`config.mk`:
```
export PLATFORM = sky130hd
export DESIGN_NAME = dip_top
export DESIGN_NICKNAME = d
export VERILOG_FILES = /design/src/hdl/dip_pkg.sv /design/src/hdl/dip_haz_if.sv /design/src/hdl/dip_classify.sv /design/src/hdl/dip_hazard.sv /design/src/hdl/dip_top.sv
export SDC_FILE = /design/constraint.sdc
export NUM_CORES = 1
export LEC_CHECK = 0
export BUFFER_PORTS_ARGS = -buffer_cell sky130_fd_sc_hd__buf_2
export CORE_MARGIN = 10
export CORE_UTILIZATION = 35
export DETAILED_ROUTE_END_ITERATION = 10
export GPL_ROUTABILITY_DRIVEN = 1
export HOLD_SLACK_MARGIN = 0.05
export RECOVER_POWER = 50
export SKIP_LAST_GASP = 1
export SYNTH_ARGS = -nofsm -noshare
export SYNTH_HDL_FRONTEND = slang
export SYNTH_SLANG_ARGS = --single-unit
```
`constraint.sdc`:
```
create_clock -name clk -period 6.5 [get_ports clk]
set_input_delay 1.3 -clock clk [delete_from_list [all_inputs] [get_ports clk]]
set_output_delay 1.3 -clock clk [all_outputs]
set_load 0.05 [all_outputs]
```
`src/hdl/dip_pkg.sv`:
```
// Purpose: shared constants and types for the dual issue pairing check
// Assumes: decode delivers one instruction class code per slot
// Notes: register numbers are 5-bit architectural indices
//
// Functional notes
// - fuse move with next arithmetic op when both target same non-zero register
// - fusion only when the move comes first in program order
// - unconditional branch pairs after nop, move, not, ALU, shift, mulh, short memory ops
// - conditional branch pairs only after nop, move, short memory, mulh, extensions
// - short load pairs after nop, move, not, ALU ops, shift or mulh
// - second slot of a parallel pair is only a branch or short load
// - no pairing or fusion when first instruction is an unaligned branch target
// - no short load pairing while element pointer writeback is outstanding
// - no conditional branch pairing when either of two predecessors may set flags
// - two load buffers; no short load pairing while both await writeback
package dip_pkg;

    // ======================================================================
    // register numbers and counts
    localparam int REG_W = 5;
    localparam logic [REG_W-1:0] ZERO_REGISTER = 5'h00;
    localparam logic [REG_W-1:0] ELEMENT_POINTER_REG = 5'h1E;
    localparam int LOAD_BUF_COUNT = 2;
    localparam logic [1:0] WORD_ALIGNED_LOW = 2'h0;

    // ======================================================================
    // reset values
    localparam logic EP_PEND_RST = 1'b0;
    localparam logic FLAG_PREV_RST = 1'b0;

    // ======================================================================
    // instruction classes from decode
    typedef enum logic [4:0] {
        CLS_NOP = 5'h00,
        CLS_MOV = 5'h01,
        CLS_NOT = 5'h02,
        CLS_SLD = 5'h03,
        CLS_SST = 5'h04,
        CLS_SAT = 5'h05,
        CLS_LOGIC = 5'h06,
        CLS_TST = 5'h07,
        CLS_ADDSUB = 5'h08,
        CLS_CMP = 5'h09,
        CLS_SHIFT = 5'h0A,
        CLS_MULH = 5'h0B,
        CLS_EXT = 5'h0C,
        CLS_BR = 5'h0D,
        CLS_BCC = 5'h0E,
        CLS_LOAD = 5'h0F,
        CLS_OTHER = 5'h10
    } dip_class_e;

    // ======================================================================
    // per-class capabilities
    typedef struct packed {
        logic fuse_ok;
        logic br_pre;
        logic bcc_pre;
        logic sld_pre;
        logic wr_flags;
        logic wr_dst;
        logic is_load;
    } dip_caps_s;

endpackage

```
`src/hdl/dip_haz_if.sv`:
```
// Purpose: carries issue events and hazard status between top and tracker
// Assumes: single core clock
// Notes: ctl drives issue facts, hz answers with hazard levels
`timescale 1ns/1ps
interface dip_haz_if;
    logic issue;
    logic last_wr_flags;
    logic wr_ep;
    logic [1:0] n_loads;
    logic ep_pend;
    logic flag_prev;
    logic loads_full;

    modport ctl (output issue, output last_wr_flags, output wr_ep, output n_loads,
        input ep_pend, input flag_prev, input loads_full);
    modport hz (input issue, input last_wr_flags, input wr_ep, input n_loads,
        output ep_pend, output flag_prev, output loads_full);
endinterface

```
`src/hdl/dip_classify.sv`:
```
// Purpose: maps an instruction class to its pairing capabilities
// Assumes: class code comes straight from decode
// Notes: purely combinational
`timescale 1ns/1ps
module dip_classify
    import dip_pkg::*;
(
    input wire dip_class_e cls,
    output dip_caps_s caps
);
    // ======================================================================
    // capability table
    always_comb begin
        caps = '0;
        case (cls)
            CLS_NOP: begin
                caps.br_pre = 1'b1;
                caps.bcc_pre = 1'b1;
                caps.sld_pre = 1'b1;
            end
            CLS_MOV, CLS_MULH: begin
                caps.fuse_ok = (cls == CLS_MULH);
                caps.br_pre = 1'b1;
                caps.bcc_pre = 1'b1;
                caps.sld_pre = 1'b1;
                caps.wr_dst = 1'b1;
            end
            CLS_NOT: begin
                caps.br_pre = 1'b1;
                caps.sld_pre = 1'b1;
                caps.wr_flags = 1'b1;
                caps.wr_dst = 1'b1;
            end
            CLS_SLD: begin
                caps.br_pre = 1'b1;
                caps.bcc_pre = 1'b1;
                caps.wr_dst = 1'b1;
                caps.is_load = 1'b1;
            end
            CLS_SST: begin
                caps.br_pre = 1'b1;
                caps.bcc_pre = 1'b1;
            end
            CLS_SAT, CLS_LOGIC, CLS_ADDSUB, CLS_SHIFT: begin
                caps.fuse_ok = 1'b1;
                caps.br_pre = 1'b1;
                caps.sld_pre = 1'b1;
                caps.wr_flags = 1'b1;
                caps.wr_dst = 1'b1;
            end
            CLS_TST, CLS_CMP: begin
                caps.br_pre = 1'b1;
                caps.sld_pre = 1'b1;
                caps.wr_flags = 1'b1;
            end
            CLS_EXT: begin
                caps.bcc_pre = 1'b1;
                caps.wr_dst = 1'b1;
            end
            CLS_LOAD: begin
                caps.wr_dst = 1'b1;
                caps.is_load = 1'b1;
            end
            CLS_OTHER: begin
                caps.wr_flags = 1'b1;
                caps.wr_dst = 1'b1;
            end
            default: begin
                caps = '0;
            end
        endcase
    end
endmodule

```
`src/hdl/dip_hazard.sv`:
```
// Purpose: tracks element pointer writeback, flag history and load buffers
// Assumes: at most one load writeback completes per cycle
// Notes: a set in the same cycle as its clear wins
`timescale 1ns/1ps
module dip_hazard
    import dip_pkg::*;
#(
    parameter int NBUF = LOAD_BUF_COUNT
) (
    input wire logic clk,
    input wire logic reset,
    input wire logic ep_wb_done,
    input wire logic load_wb_done,
    dip_haz_if.hz hif
);
    localparam int CW = $clog2(NBUF + 1);
    localparam logic [CW-1:0] NBUF_C = CW'(NBUF);

    typedef struct packed {
        logic ep_pend;
        logic flag_prev;
        logic [CW-1:0] loads;
    } dip_hz_s;

    dip_hz_s st_r;
    dip_hz_s st_nxt;
    logic [CW:0] sum;

    // ======================================================================
    // next state
    always_comb begin
        st_nxt = st_r;
        sum = {1'b0, st_r.loads} + (CW+1)'(hif.n_loads);
        if (load_wb_done && sum != '0) begin
            sum = sum - (CW+1)'(1);
        end
        st_nxt.loads = (sum > {1'b0, NBUF_C}) ? NBUF_C : sum[CW-1:0];
        if (ep_wb_done) begin
            st_nxt.ep_pend = 1'b0;
        end
        if (hif.issue && hif.wr_ep) begin
            st_nxt.ep_pend = 1'b1;
        end
        if (hif.issue) begin
            st_nxt.flag_prev = hif.last_wr_flags;
        end
    end

    always_ff @(posedge clk or posedge reset) begin
        if (reset) begin
            st_r <= '{ep_pend: EP_PEND_RST, flag_prev: FLAG_PREV_RST, loads: '0};
        end else begin
            st_r <= st_nxt;
        end
    end

    assign hif.ep_pend = st_r.ep_pend;
    assign hif.flag_prev = st_r.flag_prev;
    assign hif.loads_full = (st_r.loads == NBUF_C);
endmodule

```
`src/hdl/dip_top.sv`:
```
// Purpose: decides fusion and parallel issue for two decoded instructions
// Assumes: decode, execute and writeback share clk; slot0 is older
// Notes: slot0 issues whenever valid; slot1 rides along only when allowed
`timescale 1ns/1ps
module dip_top
    import dip_pkg::*;
#(
    parameter int NBUF = LOAD_BUF_COUNT
) (
    input wire logic clk,
    input wire logic reset,
    input wire logic slot0_valid,
    input wire dip_class_e slot0_class,
    input wire logic [REG_W-1:0] slot0_dst,
    input wire logic slot0_branch_target,
    input wire logic [1:0] slot0_pc_low,
    input wire logic slot1_valid,
    input wire dip_class_e slot1_class,
    input wire logic [REG_W-1:0] slot1_dst,
    input wire logic ep_wb_done,
    input wire logic load_wb_done,
    output logic issue_r,
    output logic fuse_r,
    output logic pair_r,
    output logic blk_unaligned_r,
    output logic blk_ep_r,
    output logic blk_flag_r,
    output logic blk_lbuf_r
);
    // ======================================================================
    // state
    typedef struct packed {
        logic issue;
        logic fuse;
        logic pair;
        logic blk_unaligned;
        logic blk_ep;
        logic blk_flag;
        logic blk_lbuf;
    } dip_st_s;

    dip_st_s st_r;
    dip_st_s st_nxt;
    dip_caps_s c0;
    dip_caps_s c1;
    logic unal;
    logic both;
    logic is_br;
    logic is_bcc;
    logic is_sld;
    logic s0_wr_ep;
    logic s1_wr_ep;
    logic ep_blk;
    logic flag_blk;
    logic lb_blk;
    logic fuse_c;
    logic pair_c;
    logic take1;

    dip_haz_if hif ();

    // ======================================================================
    // submodules
    dip_classify u_cls0 (
        .cls(slot0_class),
        .caps(c0)
    );

    dip_classify u_cls1 (
        .cls(slot1_class),
        .caps(c1)
    );

    dip_hazard #(
        .NBUF(NBUF)
    ) u_haz (
        .clk(clk),
        .reset(reset),
        .ep_wb_done(ep_wb_done),
        .load_wb_done(load_wb_done),
        .hif(hif)
    );

    // ======================================================================
    // pairing decision
    always_comb begin
        unal = slot0_branch_target && (slot0_pc_low != WORD_ALIGNED_LOW);
        both = slot0_valid && slot1_valid && !unal;
        is_br = (slot1_class == CLS_BR);
        is_bcc = (slot1_class == CLS_BCC);
        is_sld = (slot1_class == CLS_SLD);
        s0_wr_ep = c0.wr_dst && (slot0_dst == ELEMENT_POINTER_REG);
        s1_wr_ep = c1.wr_dst && (slot1_dst == ELEMENT_POINTER_REG);
        ep_blk = is_sld && (hif.ep_pend || s0_wr_ep);
        flag_blk = is_bcc && (hif.flag_prev || c0.wr_flags);
        lb_blk = is_sld && hif.loads_full;
        fuse_c = both && (slot0_class == CLS_MOV) && c1.fuse_ok
            && (slot0_dst == slot1_dst) && (slot1_dst != ZERO_REGISTER);
        pair_c = 1'b0;
        if (both && !fuse_c) begin
            if (is_br) begin
                pair_c = c0.br_pre;
            end else if (is_bcc) begin
                pair_c = c0.bcc_pre && !flag_blk;
            end else if (is_sld) begin
                pair_c = c0.sld_pre && !ep_blk && !lb_blk;
            end else begin
                pair_c = 1'b0;
            end
        end
        take1 = fuse_c || pair_c;
    end

    // ======================================================================
    // hazard tracker feed; issue order is unchanged, only timing
    always_comb begin
        hif.issue = slot0_valid;
        hif.wr_ep = s0_wr_ep || (take1 && s1_wr_ep);
        hif.last_wr_flags = take1 ? c1.wr_flags : c0.wr_flags;
        hif.n_loads = {1'b0, slot0_valid && c0.is_load} + {1'b0, pair_c && is_sld};
    end

    always_comb begin
        st_nxt.issue = slot0_valid;
        st_nxt.fuse = fuse_c;
        st_nxt.pair = pair_c;
        st_nxt.blk_unaligned = slot0_valid && slot1_valid && unal;
        st_nxt.blk_ep = both && ep_blk;
        st_nxt.blk_flag = both && flag_blk;
        st_nxt.blk_lbuf = both && lb_blk;
    end

    always_ff @(posedge clk or posedge reset) begin
        if (reset) begin
            st_r <= '0;
        end else begin
            st_r <= st_nxt;
        end
    end

    assign issue_r = st_r.issue;
    assign fuse_r = st_r.fuse;
    assign pair_r = st_r.pair;
    assign blk_unaligned_r = st_r.blk_unaligned;
    assign blk_ep_r = st_r.blk_ep;
    assign blk_flag_r = st_r.blk_flag;
    assign blk_lbuf_r = st_r.blk_lbuf;
endmodule
```
After elaboration in Yosys (flattened, before gate mapping)
Index checks and enable logic that the tools add are counted.
{ "totals": {"reg_bits": 11, "output_inout_bits": 7, "elab_cells": 114} }
{ "op_classes": {"add_sub_neg": 3, "n_lt_le_gt_ge": 1, "n_eq_ne": 33, "n_mux": 18, "n_reduce_logical": 49} }
{ "ops": {"columns": ["op", "count"], "rows": [
  ["$eq 5x4->1 const B", 14],
  ["$eq 5x3->1 const B", 7],
  ["$logic_and 1x1->1", 25],
  ["$reduce_or 11->1", 2],
  ["$eq 5x2->1 const B", 4],
  ["$eq 5x5->1 const B", 4],
  ["$reduce_or 8->1", 2],
  ["$mux 1", 15],
  ["$reduce_or 12->1", 1],
  ["$eq 5x1->1 const B", 2],
  ["$reduce_or 10->1", 1],
  ["$reduce_or 6->1", 1],
  ["$eq 5x5->1", 1],
  ["$logic_not 1->1", 5],
  ["$logic_not 5->1", 1],
  ["$reduce_bool 5->1", 1],
  ["$logic_or 1x1->1", 4],
  ["$reduce_bool 2->1", 2],
  ["$reduce_or 2->1", 2],
  ["$reduce_or 4->1", 1],
  ["$add 2x2->3", 1],
  ["$gt 3x2->1 const B", 1],
  ["$mux 3", 1],
  ["$reduce_bool 3->1", 1],
  ["other kinds (5)", 5]
]} }

Depth between registers and ports, before layout
{ "depth": {"word_depth": 21, "depth_mapped": 14, "depth_no_buf": 13} }

Modules after synthesis
From an unflattened synthesis, not the netlist that was laid out.
{ "hier_totals": {"hier_cells": 134, "area_unflattened_um2": 1201.2} }
{ "modules_own_cells": {"columns": ["module", "instances", "cells_each", "area_each_um2"], "rows": [
  ["dip_top", 1, 53, 528.0],
  ["dip_classify", 2, 29, 207.7],
  ["dip_hazard", 1, 23, 257.7]
]} }

Least setup slack after synthesis
OpenSTA, ideal clock, no wires.
{ "synth_timing": {"path_type": "input port to flip-flop", "start": "in slot0_class[2]", "end": "reg u_haz.st_r[0] (netlist name)", "setup_ps": 127, "arrival_time_ps": 3615, "required_time_ps": 6373, "path_slack_ps": 2758, "path_stages": 14, "n_path_buf": 1, "cell_sequence": "buf_4 > nor2_1 > nand3_1 > o221a_2 > and3_1 > fa_1 > ha_1 > inv_1 > ha_1 > ha_1 > nor2b_1 > nor3_1 > nand2_1 > o21ai_0"} }
{ "synth_rtl": {"columns": ["element", "line_no", "rtl"], "rows": [
  ["from (decl)", "dip_top.sv:13", "input wire dip_class_e slot0_class,"],
  ["to (signal assigned)", "dip_hazard.sv:51", "st_r <= '{ep_pend: EP_PEND_RST, flag_prev: FLAG_PREV_RST, loads: '0};"],
  ["to (signal assigned)", "dip_hazard.sv:53", "st_r <= st_nxt;"],
  ["to (decl)", "dip_hazard.sv:25", "dip_hz_s st_r;"]
]} }

==> reports/metrics.cfg <==
[clock_network]
cts_setup_buffers=0
cts_tree=yes
cts_resized=0
cts_root_buf=clkbuf_4
postCtsHoldBufs=0
htreeDepth=1
clk_path_buf_depth=2
cts_sinks=11
clk_latency_ns=0.26
cts_buffers=3
clk_pin_slew_ns=0.07

[critical_path]
ff2ff_setup_slack_ns=3.83
cp.required_ns=6.65
reg2reg_depth=13
critPathKind=in -> reg
cp.arrival_ns=3.84
r2r-start=u_haz.st_r[0]
cp_max_fo=9
r2r-end=u_haz.st_r[0]
crit_path_end_kind=flop
crit_path_start_kind=primary input

[job]
cap_violations=0

[power]
leakage_nw=0.591
p_sw_w=0.0000738
p_comb_share_pct=39.6
power_density_nw_per_um2=172
clkPwrFrac_pct=21.7
seqPwrFrac_pct=38.7
ir_drop_mv=0.129
swShare_pct=35.4
intPower_w=0.000134

[logic_synthesis]
synth_compound_area_share_pct=17.2
async_flop_share_pct=100
synth_mux_area_share_pct=1.98
synth_edf_count=0
yosys.area.top_type=dfrtp_1
yosysSeqAreaShare_pct=27.2
synthSimpleGateAreaFrac_pct=33.0
ys_seq_elements=11
syn_nets=156
synth_xor_xnor_area_share_pct=6.79
synth_fa_ha_area_share_pct=5.68
ys_warn_count=0
synth_top_area_share_pct=27.2
ys.flop_type=dfrtp_1
postSynthAreaPerCell_sq_um=8.24
synth_cell_types=42
postSynthCellCount=123
synth_area_sq_um=1010
yosys-top-cells-area=dfrtp_1 27%, nor2b_1 5.6%, xor2_1 5.2%, nand2_1 4.4%, ha_1 3.7%
synth_top_family_by_area=simple AND/OR/NAND/NOR gates

[detailed_routing]
ant_nets=0
wl_per_cell_um=13.8
drtIter0Drc=43
dr.pass1.iters=4
routed_wirelength_mm=2.56
dr_total_vias=984
drcViolationCount=0
vias_per_cell=5.29

[sta]
tightest_slew_ns=0.460
setup_violations=0
fin_ws_ns=2.81
max-slew-margin-rel_pct=69.1
fmax_mhz=271
finalCriticalPeriod_ns=3.69
period_share_pct=56.8
hold_violations=0
finalSetupTns_ns=0
maxSlewViolCount=0
clock_skew_ns=0.00643
rsz0062_at_grt=no

[floorplanning]
die_y_um=73.8
rows=19
die_w_um=73.8
die_area_sq_um=5450
ios=36
initial_utilization_pct=36.8
core_area_sq_um=2760

[worst_hold_path]
hold_path_depth=2
whs_endpoint=u_haz.hif.flag_prev
worst_hold_path_type=reg -> reg
hp-start=u_haz.hif.flag_prev

[global_routing]
grt_use_total_pct=9.50
met3_usage_pct=4.31
overflow=0
grt_pass1_vias=956
use_met1_pct=12.8
grt_pass1_wl_mm=4.21
grtUsageMet2_pct=12.6
grt_max_degree=12
top_usage_layer=met1
antenna_found_initial=0

[cells_and_area]
nNetsFinal=189
num_antenna_cells=0
drive_gt1_share_pct=27.7
final_area_sq_um=1210
syn_to_final_growth_pct=19.1
num-fill-cells=290

[placed_design]
place_congestion=0.887
hpwl_mm=2.18
portBuffers=35
dp_slack_ns=2.54
place_area_sq_um=1180

[outcome]
status=finished, final reports clean

layout by cell type (no fill, tap or decap), types with 2 or more instances in the layout:
cell type,netlist,routed
xor2_1,6,6
nand2_1,12,12
ha_1,3,3
nand4_1,3,3
nor4_1,4,4
nor2_1,7,7
mux2i_1,2,2
o21ai_0,7,7
nand3_1,3,3
o21ai_1,2,2
dfrtp_1,11,11
a31oi_1,2,2
and3b_1,2,2
nand3b_1,2,2
and3_1,4,4
clkbuf_4,0,3
nor4b_1,2,2
buf_2,3,34
nor2b_1,9,9
nor3_1,3,3
a21oi_1,3,3
nand2b_1,2,2
inv_1,10,10
Yosys cell counts (2+ instances only):
master / n
and3b_1: 2
dfrtp_1: 11
o21ai_1: 2
o21ai_0: 7
nand4_1: 3
nand3_1: 3
nand3b_1: 2
nor4_1: 4
a31oi_1: 2
nor2_1: 7
inv_1: 10
nand2b_1: 2
nor4b_1: 2
mux2i_1: 2
buf_4: 2
buf_2: 3
nor2b_1: 9
ha_1: 3
nand2_1: 12
a21oi_1: 3
and3_1: 4
nor3_1: 3
xor2_1: 6
final cells by class:
| cell class | instances | area [sq um] | area share (%) |
|---|---|---|---|
| multi-input cells | 95 | 654 | 54.2 |
| flip-flops and latches | 11 | 275 | 22.8 |
| repair buffers | 35 | 174 | 14.4 |
| well taps | 31 | 38.8 | 3.21 |
| inverters | 10 | 37.5 | 3.11 |
| clock buffers | 3 | 22.5 | 1.87 |
| clock inverters | 1 | 5.00 | 0.415 |
worst max-delay path: stages:
cell	delay, ns
buf_2	0.15
nor2_1	0.19
nand3_1	0.15
o221a_2	0.32
and3_1	0.20
fa_1	0.39
ha_1	0.30
inv_1	0.05
ha_1	0.17
ha_1	0.20
nor2b_1	0.20
nor3_1	0.09
nand2_1	0.07
o21ai_0	0.07
logic make-up (layout without fill, tap and decap cells):
family	Yosys count	in the layout
and+or+nand+nor	58	58
AOI/OAI and AO/OA	24	24
buffers and inverters	17	49
DFF	11	11
xor gates and xnor gates	7	7
adders and majority gates	4	4
muxes	2	2
worst max-delay path by stage:
stage / from / endpoint / slack (ns) / cells after the start
after floorplan: slot0_class[2] / u_haz.st_r[0] / 2.76 / 14
after global placement: slot0_class[2] / u_haz.st_r[0] / 2.63 / 14
after detailed placement: slot0_class[2] / u_haz.st_r[0] / 2.54 / 14
after CTS: slot0_class[2] / u_haz.st_r[0] / 2.83 / 14
after global routing: slot0_class[2] / u_haz.st_r[1] / 2.67 / 13
final: slot0_class[2] / u_haz.st_r[0] / 2.81 / 14
sequential cells by signal (all words and copies together), names as in the netlist:
signal and count:
issue_r 1, blk_unaligned_r 1, u_haz.hif.ep_pend 1, u_haz.hif.flag_prev 1
blk_lbuf_r 1, blk_flag_r 1, fuse_r 1, u_haz.st_r 2
pair_r 1, blk_ep_r 1
power groups by stage:
| stage | registers (W) | logic [W] | clock network, W |
|---|---|---|---|
| 2_1_floorplan | 0.0000829 | 0.0000574 | 0 |
| 3_3_place_gp | 0.0000822 | 0.0000778 | 0 |
| 3_5_place_dp | 0.0000821 | 0.0000832 | 0 |
| 4_1_cts | 0.0000808 | 0.0000834 | 0.0000473 |
| 5_1_grt | 0.0000819 | 0.0000929 | 0.0000494 |
| 6_report | 0.0000806 | 0.0000825 | 0.0000451 |
layer usage:
| layer | part of all wire (%) | wire (um) | vias up |
|---|---|---|---|
| met2 | 40 | 1040 | 42 |
| met3 | 12 | 319 | 2 |
| met4 | 0.59 | 15 | 0 |
| li1 | - | - | 502 |
| met5 | 0 | 0 | - |
| met1 | 46 | 1190 | 438 |
through the flow:
| step | power (W) | hold slack (ns) | cells | utilization, % |
|---|---|---|---|---|
| 4_1_cts | 0.000211 | 0.589 | 186 | 43.8 |
| 3_3_place_gp | 0.000160 | 0.574 | 182 | 42.8 |
| 6_report | 0.000208 | 0.588 | 186 | 43.8 |
| 2_1_floorplan | 0.000140 | 0.538 | 123 | - |
| 3_5_place_dp | 0.000165 | 0.580 | 182 | 42.8 |
| 5_1_grt | 0.000224 | 0.641 | 186 | 43.8 |
(Power assumes the default switching activity.)
